## src/hw/fine_gain_defines.vh

```
// Constants for the fine gain temperature compensation block
`ifndef FINE_GAIN_DEFINES_VH
`define FINE_GAIN_DEFINES_VH

// Calibration memory geometry
`define CAL_DEPTH          64
`define CAL_ADDR_W         6
`define CAL_WORD_W         5
`define CAL_DATA_W         4
`define CAL_PARITY_BIT     4

// Base locations of multi-nibble values, low nibble first, and the config location
`define LOC_ROOM_TEMP      6'h00
`define LOC_GAIN_QUAD      6'h04
`define LOC_CONFIG         6'h07
`define LOC_GAIN_LIN       6'h08
`define LOC_GAIN_CONST     6'h0c

// Field positions in the configuration location
`define CFG_INPUT_SWAP     0
`define CFG_STAGE1_GAIN    1
`define CFG_STAGE2_GAIN    2
`define CFG_STAGE3_GAIN    3

// Coefficient and code widths
`define COEFF_W            12
`define TEMP_W             10
`define CODE_W             10

// Fixed-point shifts back to the 2^-11 result scale
`define LIN_SHIFT          10
`define QUAD_SHIFT         21

// Chopper half period in clock cycles
`define CHOP_HALF_CYCLES   8

`endif

```

## src/hw/gain_poly_alu.v

```verilog
// Multi-cycle ALU for the second-order fine gain polynomial
`timescale 1ns/100ps
`include "fine_gain_defines.vh"

module gain_poly_alu (
    input  wire        clock_in,     // System clock
    input  wire        sys_rst_in,   // Synchronous reset
    input  wire        start_in,     // Start pulse
    input  wire [9:0]  temp_in,      // Current temperature code
    input  wire [11:0] t_ref_in,     // Room temperature reference
    input  wire [11:0] const_coeff_in, // Constant coefficient
    input  wire [11:0] lin_coeff_in,   // Linear coefficient
    input  wire [11:0] quad_coeff_in,  // Quadratic coefficient
    output wire        busy_out,     // Calculation running
    output reg         done_out,     // Result valid pulse
    output reg  [9:0]  result_out,   // Truncated 10-bit fraction
    output reg         overflow_out  // Result outside 0 to 1
);

    localparam [2:0] S_IDLE = 3'h0;
    localparam [2:0] S_DIFF = 3'h1;
    localparam [2:0] S_MUL  = 3'h2;
    localparam [2:0] S_QUAD = 3'h3;
    localparam [2:0] S_SUM  = 3'h4;

    reg        [2:0]  state;   // Sequencer state
    reg signed [11:0] dt;      // Temperature difference, 2^-11 scale
    reg signed [23:0] dt_sq;   // Difference squared, 2^-22 scale
    reg signed [23:0] lin;     // Linear term, 2^-21 scale
    reg signed [35:0] quad;    // Quadratic term, 2^-32 scale

    // Sum of all terms at 2^-11 scale, 12-bit precision kept
    wire signed [35:0] lin_x = {{12{lin[23]}}, lin};
    wire signed [35:0] sum   = (lin_x >>> `LIN_SHIFT) + (quad >>> `QUAD_SHIFT)
                             + $signed({25'h0, const_coeff_in[9:0], 1'b0});
    // Below zero or at/above one is out of range
    wire sum_out_of_range = sum[35] | (|sum[34:11]);

    assign busy_out = (state != S_IDLE);

    // Polynomial sequencer
    always @(posedge clock_in) begin
        if (sys_rst_in) begin
            state        <= S_IDLE;
            dt           <= 12'sh000;
            dt_sq        <= 24'sh000000;
            lin          <= 24'sh000000;
            quad         <= 36'sh000000000;
            done_out     <= 1'b0;
            result_out   <= 10'h000;
            overflow_out <= 1'b0;
        end else begin
            done_out <= 1'b0;
            case (state)
                S_IDLE: begin
                    if (start_in) begin
                        state <= S_DIFF;
                    end
                end
                S_DIFF: begin
                    // Temperature widened to 11-bit fraction minus reference
                    dt    <= $signed({1'b0, temp_in, 1'b0})
                           - $signed({1'b0, t_ref_in[10:0]});
                    state <= S_MUL;
                end
                S_MUL: begin
                    dt_sq <= dt * dt;
                    lin   <= $signed(lin_coeff_in) * dt;
                    state <= S_QUAD;
                end
                S_QUAD: begin
                    quad  <= $signed(quad_coeff_in) * dt_sq;
                    state <= S_SUM;
                end
                S_SUM: begin
                    // Drop the lowest bit of the 11-bit fraction
                    result_out   <= sum[10:1];
                    overflow_out <= sum_out_of_range;
                    done_out     <= 1'b1;
                    state        <= S_IDLE;
                end
                default: begin
                    state <= S_IDLE;
                end
            endcase
        end
    end

endmodule // gain_poly_alu

```

## src/hw/fine_gain_temp_compensation.v

```verilog
// Fine gain temperature compensation with calibration memory and chopper
//
// Contract
// - Swap bit shifts chopping clock half period
// - Three config bits pick coarse stage gains
// - Fine gain driven by 10-bit unsigned code
// - Fraction: constant, linear times dt, quadratic dt squared
// - Reference is 12 bits, low 11 fractional
// - Constant coefficient uses low ten bits only
// - Linear coefficient is signed two's complement
// - Quadratic coefficient is signed two's complement
// - Compute at 12 bits, truncate to ten
// - Out-of-range fraction flags overflow, fault band
// - Overflow fault holds until full reset
// - Each location four data, odd parity
`timescale 1ns/100ps
`include "fine_gain_defines.vh"

// Datapath overview
// Calibration words: four data bits, odd parity on top
// Three-word values gathered low nibble first
// Temperature code scaled by a one-bit left shift
// Reference and temperature meet as 2^-11 fractions
// Difference of two 11-bit fractions fits twelve bits
// Constant coefficient doubled into the same scale
// Linear and quadratic coefficients step by 2^-10
// Linear product shifted down by ten places
// Quadratic product shifted down by twenty-one places
// Arithmetic shifts round toward minus infinity
// A sum below zero or at one counts as overflow
// Code is the sum with its lowest bit dropped
// Products sized so no term can wrap
//
// Conversion timing, counted from the taking edge
// Edge 1: coefficients and parity sampled, start raised
// Edge 2: ALU leaves idle
// Edge 3: temperature difference formed
// Edge 4: square and linear products formed
// Edge 5: quadratic product formed
// Edge 6: sum checked and truncated in the ALU
// Edge 7: code, update pulse or overflow registered
// A newer conversion replaces one still waiting
// Conversions on consecutive cycles coalesce into the later one
//
// Fault handling
// Overflow latches and freezes the last good code
// Parity failure latches at the launch of a calculation
// Calculation still runs after a parity failure
// Either fault raises the fault band request
// Only a full reset clears a latched fault
//
// Configuration
// Location 7 bit 0: input swap
// Bits 1 to 3: first, second, third stage high gain
// Bad parity in location 7 keeps the previous setting
// During reset all stages sit at low gain
//
// Chopper
// Free-running clock, half period of CHOP_HALF cycles
// Swapped inputs invert the clock, a half-period shift
// Swap loaded after reset reaches the clock at once
// Changing the swap bit mid-half while running splits that half into two short ones
//
// Calibration memory
// Contents survive reset, nonvolatile by intent
// Read-back registered, one cycle behind the address
// Writes are not parity checked; checks run at launch
// Coefficient writes reach the ALU at the next launch
// Reference top bit and two top constant bits ignored

module fine_gain_temp_compensation #(
    parameter CHOP_HALF = `CHOP_HALF_CYCLES  // Chopper half period in cycles
) (
    input  wire       clock_in,          // 25 MHz system clock
    input  wire       sys_rst_in,        // Synchronous reset, active high
    input  wire       cal_wr_in,         // Calibration word write strobe
    input  wire [5:0] cal_addr_in,       // Calibration location
    input  wire [4:0] cal_wdata_in,      // Four data bits plus parity
    output reg  [4:0] cal_rdata_out,     // Word read at cal_addr_in
    input  wire       temp_valid_in,     // New temperature conversion pulse
    input  wire [9:0] temp_code_in,      // Temperature conversion result
    output reg  [9:0] fine_gain_code_out,// Fine gain DAC code
    output reg        code_update_out,   // New code presented pulse
    output reg        input_swap_bit_out,// Inputs swapped
    output reg        chop_clk_out,      // Chopping clock
    output reg        stage1_gain_sel_out,// First stage high gain
    output reg        stage2_gain_sel_out,// Second stage high gain
    output reg        stage3_gain_sel_out,// Third stage high gain
    output reg        overflow_out,      // Arithmetic overflow latched
    output reg        parity_error_out,  // Calibration parity error latched
    output wire       fault_band_out     // Force output into fault band
);

    // Odd parity: five bits together hold an odd count of ones
    function parity_ok;
        input [4:0] word;
        begin
            parity_ok = ^word;
        end
    endfunction

    // Calibration memory, nonvolatile contents, not reset
    reg [4:0] cal_mem [0:`CAL_DEPTH-1];

    // Gather three nibbles, low nibble at the base location
    function [11:0] value12;
        input [4:0] lo;
        input [4:0] mid;
        input [4:0] hi;
        begin
            value12 = {hi[3:0], mid[3:0], lo[3:0]};
        end
    endfunction

    // Parity of a three-location value
    function parity3_ok;
        input [4:0] lo;
        input [4:0] mid;
        input [4:0] hi;
        begin
            parity3_ok = parity_ok(lo) & parity_ok(mid) & parity_ok(hi);
        end
    endfunction

    // Coefficient snapshots, held while the ALU runs
    reg  [11:0] t_ref;          // Room temperature reference
    reg  [11:0] const_coeff;    // Constant coefficient
    reg  [11:0] lin_coeff;      // Linear coefficient
    reg  [11:0] quad_coeff;     // Quadratic coefficient
    reg  [9:0]  temp_latched;   // Temperature being processed
    reg         pending;        // Conversion waiting for the ALU
    reg         alu_start;      // ALU start pulse
    reg  [3:0]  chop_cnt;       // Chopper half period counter
    reg         chop_phase;     // Unswapped chopping phase
    reg         next_swap;      // Swap bit taken at this edge

    wire        alu_busy;       // ALU running
    wire        alu_done;       // ALU result ready
    wire [9:0]  alu_result;     // ALU truncated code
    wire        alu_overflow;   // ALU range violation

    // Words that feed the polynomial and the configuration
    wire [4:0] w0  = cal_mem[`LOC_ROOM_TEMP];
    wire [4:0] w1  = cal_mem[`LOC_ROOM_TEMP + 6'h01];
    wire [4:0] w2  = cal_mem[`LOC_ROOM_TEMP + 6'h02];
    wire [4:0] w4  = cal_mem[`LOC_GAIN_QUAD];
    wire [4:0] w5  = cal_mem[`LOC_GAIN_QUAD + 6'h01];
    wire [4:0] w6  = cal_mem[`LOC_GAIN_QUAD + 6'h02];
    wire [4:0] w7  = cal_mem[`LOC_CONFIG];
    wire [4:0] w8  = cal_mem[`LOC_GAIN_LIN];
    wire [4:0] w9  = cal_mem[`LOC_GAIN_LIN + 6'h01];
    wire [4:0] w10 = cal_mem[`LOC_GAIN_LIN + 6'h02];
    wire [4:0] w12 = cal_mem[`LOC_GAIN_CONST];
    wire [4:0] w13 = cal_mem[`LOC_GAIN_CONST + 6'h01];
    wire [4:0] w14 = cal_mem[`LOC_GAIN_CONST + 6'h02];

    // All used locations pass the parity check
    wire coeff_parity_ok = parity3_ok(w0, w1, w2) & parity3_ok(w4, w5, w6)
                         & parity3_ok(w8, w9, w10) & parity3_ok(w12, w13, w14)
                         & parity_ok(w7);

    // Overflow and parity faults drive the fault band
    assign fault_band_out = overflow_out | parity_error_out;

    // Swap value taken at this edge; shared with the chopper so that
    // the clock flips together with a swap loaded after reset
    always @* begin
        if (parity_ok(w7)) begin
            next_swap = w7[`CFG_INPUT_SWAP];
        end else begin
            next_swap = input_swap_bit_out;
        end
    end

    // Calibration memory write, one word per strobe
    always @(posedge clock_in) begin
        if (cal_wr_in) begin
            cal_mem[cal_addr_in] <= cal_wdata_in;
        end
    end

    // Registered read-back of one location
    always @(posedge clock_in) begin
        if (sys_rst_in) begin
            cal_rdata_out <= 5'h00;
        end else begin
            cal_rdata_out <= cal_mem[cal_addr_in];
        end
    end

    // Configuration bits from location 7, kept only when parity holds
    always @(posedge clock_in) begin
        if (sys_rst_in) begin
            input_swap_bit_out  <= 1'b0;
            stage1_gain_sel_out <= 1'b0;
            stage2_gain_sel_out <= 1'b0;
            stage3_gain_sel_out <= 1'b0;
        end else if (parity_ok(w7)) begin
            input_swap_bit_out  <= w7[`CFG_INPUT_SWAP];
            stage1_gain_sel_out <= w7[`CFG_STAGE1_GAIN];
            stage2_gain_sel_out <= w7[`CFG_STAGE2_GAIN];
            stage3_gain_sel_out <= w7[`CFG_STAGE3_GAIN];
        end
    end

    // Chopper: free phase, inverted for swapped inputs
    // Counter wraps at CHOP_HALF, phase flips on the wrap
    always @(posedge clock_in) begin
        if (sys_rst_in) begin
            chop_cnt     <= 4'h0;
            chop_phase   <= 1'b0;
            chop_clk_out <= 1'b0;
        end else begin
            if (chop_cnt == CHOP_HALF[3:0] - 4'h1) begin
                chop_cnt   <= 4'h0;
                chop_phase <= ~chop_phase;
            end else begin
                chop_cnt <= chop_cnt + 4'h1;
            end
            // Half-period shift equals inversion of the phase
            chop_clk_out <= chop_phase ^ next_swap;
        end
    end

    // Capture a conversion and launch the ALU when free
    // Snapshot keeps coefficients still while the ALU runs
    always @(posedge clock_in) begin
        if (sys_rst_in) begin
            pending      <= 1'b0;
            alu_start    <= 1'b0;
            temp_latched <= 10'h000;
            t_ref        <= 12'h000;
            const_coeff  <= 12'h000;
            lin_coeff    <= 12'h000;
            quad_coeff   <= 12'h000;
        end else begin
            alu_start <= 1'b0;
            if (temp_valid_in) begin
                // Latest conversion replaces any waiting one
                temp_latched <= temp_code_in;
                pending      <= 1'b1;
            end else if (pending && !alu_busy && !alu_start) begin
                pending     <= 1'b0;
                alu_start   <= 1'b1;
                t_ref       <= value12(w0, w1, w2);
                const_coeff <= value12(w12, w13, w14);
                lin_coeff   <= value12(w8, w9, w10);
                quad_coeff  <= value12(w4, w5, w6);
            end
        end
    end

    // Parity error latches at a launch, cleared only by reset
    always @(posedge clock_in) begin
        if (sys_rst_in) begin
            parity_error_out <= 1'b0;
        end else if (pending && !temp_valid_in && !alu_busy && !alu_start
                     && !coeff_parity_ok) begin
            parity_error_out <= 1'b1;
        end
    end

    // Result update; code frozen once overflow is latched
    // Overflow wins over an update from the same result
    always @(posedge clock_in) begin
        if (sys_rst_in) begin
            fine_gain_code_out <= 10'h000;
            code_update_out    <= 1'b0;
            overflow_out       <= 1'b0;
        end else begin
            code_update_out <= 1'b0;
            if (alu_done) begin
                if (alu_overflow) begin
                    overflow_out <= 1'b1;
                end else if (!overflow_out) begin
                    // Previous code stays until this point
                    fine_gain_code_out <= alu_result;
                    code_update_out    <= 1'b1;
                end
            end
        end
    end

    // Polynomial evaluation
    gain_poly_alu u_alu (
        .clock_in     (clock_in),
        .sys_rst_in   (sys_rst_in),
        .start_in     (alu_start),
        .temp_in      (temp_latched),
        .t_ref_in     (t_ref),
        .const_coeff_in (const_coeff),
        .lin_coeff_in   (lin_coeff),
        .quad_coeff_in  (quad_coeff),
        .busy_out     (alu_busy),
        .done_out     (alu_done),
        .result_out   (alu_result),
        .overflow_out (alu_overflow)
    );

endmodule // fine_gain_temp_compensation

```

## config.mk

```make
export PLATFORM = sky130hd
export DESIGN_NAME = fine_gain_temp_compensation
export DESIGN_NICKNAME = d
export VERILOG_FILES = /design/src/hw/gain_poly_alu.v /design/src/hw/fine_gain_temp_compensation.v
export VERILOG_INCLUDE_DIRS = /design/src /design/src/hw
export SDC_FILE = /design/constraint.sdc
export NUM_CORES = 2
export LEC_CHECK = 0
export BUFFER_PORTS_ARGS = -buffer_cell sky130_fd_sc_hd__buf_2
export CAP_MARGIN = 40
export CELL_PAD_IN_SITES_DETAIL_PLACEMENT = 0
export CELL_PAD_IN_SITES_GLOBAL_PLACEMENT = 1
export CORE_ASPECT_RATIO = 1.4
export CORE_MARGIN = 2
export CORE_UTILIZATION = 50
export CTS_BUF_LIST = sky130_fd_sc_hd__clkbuf_4 sky130_fd_sc_hd__clkbuf_8
export CTS_CLUSTER_DIAMETER = 60
export DETAILED_ROUTE_END_ITERATION = 7
export GPL_TIMING_DRIVEN = 0
export MAX_ROUTING_LAYER = met4
export PLACE_DENSITY_LB_ADDON = 0.1
export SYNTH_ARGS = -nofsm -noshare
export SYNTH_HDL_FRONTEND = slang
export SYNTH_SLANG_ARGS = --single-unit
```

## constraint.sdc

```tcl
create_clock -name clock_in -period 13.45 [get_ports clock_in]
set_input_delay 2.0175 -clock clock_in [delete_from_list [all_inputs] [get_ports clock_in]]
set_output_delay 2.0175 -clock clock_in [all_outputs]
set_load 0.03 [all_outputs]
```

=== Word level (Yosys, flattened, before mapping) ===
Memories as Yosys holds them, arrays and structs flattened. A register that Yosys moved wholly into a read port is not among the register bits.
Index checks and enable logic that the tools add are counted.

* Flip-flop bits (word level): 191
* Bits in latches: 0
* Bits in writable memories: 320
* ROM bits: 0
* Input port bits: 25
* Output and inout port bits: 24
* Word-level logic and storage cells: 103
* Memories: 1

{| class="wikitable"
|+ Memory list
! memory !! depth !! width !! read ports !! clocked after memory_dff !! wr ports !! line !! source
|-
| cal_mem || 64 || 5 || 14 || 1 || 1 || fine_gain_temp_compensation.v:103 || <nowiki>reg [4:0] cal_mem [0:`CAL_DEPTH-1];</nowiki>
|}

* Add/subtract/negate cells: 4
* Multipliers: 3
* Divide/modulo/power cells: 0
* Order comparisons: 0
* Eq/ne operators: 6
* Shifts and indexed selects: 0
* Mux-type cells: 10
* Bitwise operators: 20
* Reductions and logical operators: 33

{| class="wikitable"
|+ Operators with widths
! kind !! number
|-
| 5-bit XOR reduction || 13
|-
| 12-bit by 12-bit multiplier with 24-bit output || 2
|-
| 12-bit by 24-bit multiplier with 36-bit output || 1
|-
| 24-bit OR reduction || 1
|-
| 16-bit by 12-bit adder with 17-bit output || 1
|-
| 14-bit by 15-bit adder with 16-bit output || 1
|-
| 1-bit AND || 12
|-
| 3-bit case mux with 4 select lines || 1
|-
| 11-bit by 11-bit subtractor with 12-bit output || 1
|-
| 1-bit two-way mux || 8
|-
| 3-bit by 2-bit equality test with 1-bit output (second input constant) || 2
|-
| 1-bit logical AND || 6
|-
| 1-bit NOT || 5
|-
| 4-bit by 1-bit adder with 4-bit output (second input constant) || 1
|-
| 4-bit by 3-bit equality test with 1-bit output (second input constant) || 1
|-
| 1-bit logical NOT || 4
|-
| 2-bit AND reduction || 2
|-
| 2-bit OR reduction || 2
|-
| 3-bit by 1-bit equality test with 1-bit output (second input constant) || 1
|-
| 3-bit equality test (second input constant) || 1
|-
| 3-bit logical NOT || 1
|-
| 3-bit two-way mux || 1
|-
| 3-bit AND reduction || 1
|-
| 3-bit nonzero test || 1
|-
| 5 further kinds || 6
|}

=== Longest topological paths before layout ===
An unclocked memory read counts as a cell.

* Depth in word-level cells: 10
* Gate-level depth with buffers: 22
* Depth with buffers taken out: 22

=== Hierarchy ===
From an unflattened synthesis, not the netlist that was laid out.

* Cell total of the unflattened synthesis: 3736
* Area total of the unflattened synthesis: 39552.9 µm²

{| class="wikitable"
|+ Modules (own cells, without submodules)
! module !! times used !! cells each !! area an instance (µm²) !! seq. area each (µm²)
|-
| gain_poly_alu || 1 || 2648 || 23334.9 || 1581.5
|-
| fine_gain_temp_compensation || 1 || 1088 || 16218.1 || 11370.9
|}

=== Least setup slack after synthesis ===
Ideal clock, no wire load.

* Kind: reg-to-reg
* Start: register u_alu.dt[3]
* End: register u_alu.lin[22]
* Setup time: 0.117 ns
* Arrival: 5.523 ns
* Data required time: 13.333 ns
* Slack: 7.809 ns
* Stages on the path, launching flop included: 19
* Buffers on the path: 1
* Clock period less this slack: 5.641 ns
* Cells stage by stage: dfxtp_1 clkbuf_1 nand2_1 fa_1 fa_1 fa_1 inv_1 fa_1 inv_1 fa_1 inv_1 ha_1 and2_1 or4b_4 a311o_1 o211a_1 o31ai_4 o21ai_2 a32o_1

* Cells in the longest elaborated chain, start to end: 1

{| class="wikitable"
|+ Ends and longest elaborated chain
! element !! line !! source
|-
| start, declared || gain_poly_alu.v:27 || <nowiki>reg signed [11:0] dt;</nowiki>
|-
| start signal, assigned || gain_poly_alu.v:62 || <nowiki>dt <= $signed({1'b0, temp_in, 1'b0})</nowiki>
|-
| 12-bit by 12-bit multiplier with 24-bit output || gain_poly_alu.v:68 || <nowiki>lin <= $signed(lin_coeff_in) * dt;</nowiki>
|-
| end signal, assigned || gain_poly_alu.v:68 ||
|-
| end, declared || gain_poly_alu.v:29 || <nowiki>reg signed [23:0] lin;</nowiki>
|}

No other way between the ends.
A chain may end at the register's enable or synchronous reset.

=== Worst setup path in the final report ===
* Start: register u_alu.dt[11]
* End: register u_alu.dt_sq[21]

* Cells in the longest elaborated chain, start to end: 1

{| class="wikitable"
|+ Ends and longest elaborated chain
! element !! line !! source
|-
| 12-bit by 12-bit multiplier with 24-bit output || gain_poly_alu.v:67 || <nowiki>dt_sq <= dt * dt;</nowiki>
|-
| end signal, assigned || gain_poly_alu.v:67 ||
|-
| end, declared || gain_poly_alu.v:28 || <nowiki>reg signed [23:0] dt_sq;</nowiki>
|}

No other way between the ends.

==> flow_summary.yaml <==
sta:
  max_freq_mhz: 140
  fin_ws_ns: 6.30
  slew_viol_final: 0
  holdWs_ns: 0.445
  setup_viol: 0
  period_minus_slack_ns: 7.15
  tightestPinTransition_ns: 1.00
  rsz0062_at_grt: "no"
  finalCritPeriodShare_pct: 53.2
  setup_tns_ns: 0
  max-slew-margin-rel_pct: 33.1
  hold_viol: 0
  fin_skew_ns: 0.0514
critical_path:
  arrival_ns: 7.66
  worstPathMaxFanout: 10
  crit_path_start_kind: "register"
  critPathRequiredTime_ns: 13.96
  critical_path_class: "reg2reg"
  cp-end-kind: "register"
route:
  drc: 0
  final_antenna_net_count: 0
  avgViaCountPerCell: 5.53
  dr_total_vias: 27100
  drt_iter0_markers: 1457
  firstDrtPassIters: 7
  drt-wirelength-per-cell_um: 23.2
  drt-total-wl_um: 114000
synth:
  synth-warning-count: 0
  synth_area_leader_cell: "fa_1"
  ys_types: 69
  synth-seq-cells: 484
  synth_area_leaders: "fa_1 (27%), edfxtp_1 (25%), dfxtp_1 (8.6%)"
  post_synth.cell_area_avg_um2: 10.3
  synth_edf_count: 320
  syn_area_um2: 38400
  yosysTopAreaCellShare_pct: 27.2
  synthCells: 3709
  async_reset_ff_share_pct: 0
  seq_area_frac_synth_pct: 33.6
  ys.flop_type: "edfxtp_1"
power_and_ir_drop:
  p_leak_nw: 17.8
  powerDensity_nw_per_um2: 79.2
  peakVddDrop_mv: 0.111
floorplanning:
  rows: 120
  die_x_um: 238
  die_y_um: 332
  core_um2: 76300
  ios: 49
  fp.dieArea_um2: 79000
  initial_core_util_pct: 50.3
cts:
  insertion_delay_ns: 0.69
  cts_setup_buffers: 0
  cts_tree: "done"
  cts_max_path_buffers: 3
  cts_resized: 0
  clock-sinks: 484
  hold_buffers: 0
  clkTransAtPathRegs_ns: 0.06
  ctsRootBufferMaster: "clkbuf_8"
  cts_inserted_buffers: 72
  htree_num_levels: 3
global_routing:
  grt_max_degree: 47
  grt.total_usage_pct: 30.9
  grt_antenna_before_repair: 2
  grt_pass1_vias: 29300
  gr-total-overflow: 0
  grt_pass1_wl_um: 175000
hold_path:
  hold_class: "reg2reg"
placed_design:
  dp_hpwl_um: 91800
  io_buffers: 47
  place_ws_ns: 6.38
  place_congestion: 0.954
finish:
  final_core_util_pct: 55.0
  fin_nets: 4625
  area_growth_pct: 9.29
  drive_gt1_share_pct: 5.63
outcome:
  status: "complete, no violations"
job:
  max-cap-violations: 0
-- report_power, final --
group,leakage (nW),switching [mW],internal (mW),total (mW)
logic,12.7,0.228,0.103,0.331
clock network,0.869,0.600,0.764,1.36
registers,4.21,0.0219,1.60,1.62
total,17.8,0.850,2.47,3.32
-- final timing paths --
kind         cells after the start  slack (ns)                              from                                  to
max                             18        6.30         u_alu.dt[11]$_SDFFE_PP0P_        u_alu.dt_sq[21]$_SDFFE_PP0N_
min                              2        0.45  u_alu.result_out[4]$_SDFFE_PP0P_  fine_gain_code_out[4]$_SDFFE_PP0P_
max reg2reg                     18        6.30         u_alu.dt[11]$_SDFFE_PP0P_        u_alu.dt_sq[21]$_SDFFE_PP0N_
min reg2reg                      2        0.45  u_alu.result_out[4]$_SDFFE_PP0P_  fine_gain_code_out[4]$_SDFFE_PP0P_
-- final cells by class --
cell class	count	area [um^2]
antenna	2	5.00
clock buffer	107	1340
sequential	484	12900
tap	976	1220
fill	6964	34300
multi-input combinational	2412	22400
inverter	643	2410
timing repair buffer	80	658
clock inverter	25	323
buffer	174	653
-- routing by layer --
layer	vias to the layer above	routed length, um	part of all wire, %	track usage [%]
li1	12300	-	-	-
met1	13500	39800	35	32.2
met2	899	60700	53	55.9
met3	366	4870	4.3	3.17
met4	0	8420	7.4	18.4
met5	-	0	0	-
-- flip-flops by register name (all words and copies together) (netlist names), 3 cells and up --
signal	count
cal_mem	320
cal_rdata_out	5
chop_cnt	4
const_coeff	10
fine_gain_code_out	10
lin_coeff	12
quad_coeff	12
t_ref	11
temp_latched	10
u_alu.dt	12
u_alu.dt_sq	23
u_alu.lin	14
u_alu.quad	15
u_alu.result_out	10
u_alu.state	3
-- Yosys cell counts, types with 16 or more instances --
| master | number |
|---|---|
| a21oi_1 | 159 |
| nand3_1 | 28 |
| nor4_1 | 16 |
| fa_1 | 522 |
| mux2i_1 | 18 |
| nand2_1 | 521 |
| a22o_1 | 41 |
| dfxtp_1 | 164 |
| a221oi_1 | 41 |
| inv_1 | 641 |
| clkbuf_1 | 162 |
| and2_1 | 163 |
| ha_1 | 211 |
| a21o_1 | 20 |
| o21ai_0 | 40 |
| xnor2_1 | 102 |
| a22oi_1 | 80 |
| a31oi_1 | 51 |
| xor2_1 | 21 |
| edfxtp_1 | 320 |
| nor2_1 | 182 |
| nor3_1 | 27 |
-- stage by stage --
stage / power (mW) / instances / cell area (um^2)
CTS: 3.33 / 4901 / 41900
global route: 3.42 / 4903 / 41900
finish: 3.32 / 4903 / 41900
floorplan: 1.83 / 3713 / 38400
global placement: 1.97 / 4736 / 39800
detailed placement: 1.98 / 4769 / 40300
-- logic make-up (layout without fill, tap and decap cells) --
group | after synthesis | count (layout) | synth area share [%]
compound gates | 510 | 510 | 8.93
xor+xnor | 123 | 123 | 2.81
fa+ha+maj | 733 | 733 | 34.1
buf+inv | 817 | 1029 | 7.99
flops | 484 | 484 | 33.6
mux | 19 | 19 | 0.499
other cells | 2 | 8 | 0.0196
simple gates | 1021 | 1021 | 12.1
-- cell usage in the layout, fill, tap and decap left out, types with 11 or more instances in the layout --
cell and instances:
a21o_1 20, clkbuf_8 86, buf_2 50, and2_1 163, nor3_1 27, nor2_1 182
fa_1 522, inv_1 641, mux2i_1 18, ha_1 211, a221oi_1 41, dfxtp_1 164
buf_1 12, edfxtp_1 320, xnor2_1 102, clkbuf_4 21, a22o_1 41, a22oi_1 80
nand2_1 521, nor4_1 16, buf_6 16, a21oi_1 159, a31oi_1 51, clkbuf_1 162
nand2b_1 15, nand3_1 28, xor2_1 21, o21ai_0 40, a211oi_1 11
-- critical path, stage by stage (launching register included) --
cell,delay (ns)
dfxtp_1,0.85
clkinv_1,0.69
clkbuf_1,0.46
nor2_1,0.29
fa_1,0.46
fa_1,0.49
inv_1,0.05
fa_1,0.45
fa_1,0.49
inv_1,0.04
fa_1,0.51
ha_1,0.39
a211o_1,0.28
nor3_1,0.22
o21ai_1,0.19
a311oi_1,0.67
o211ai_1,0.20
a41oi_1,0.23
nor2_1,0.06
(Power assumes the default switching activity.)
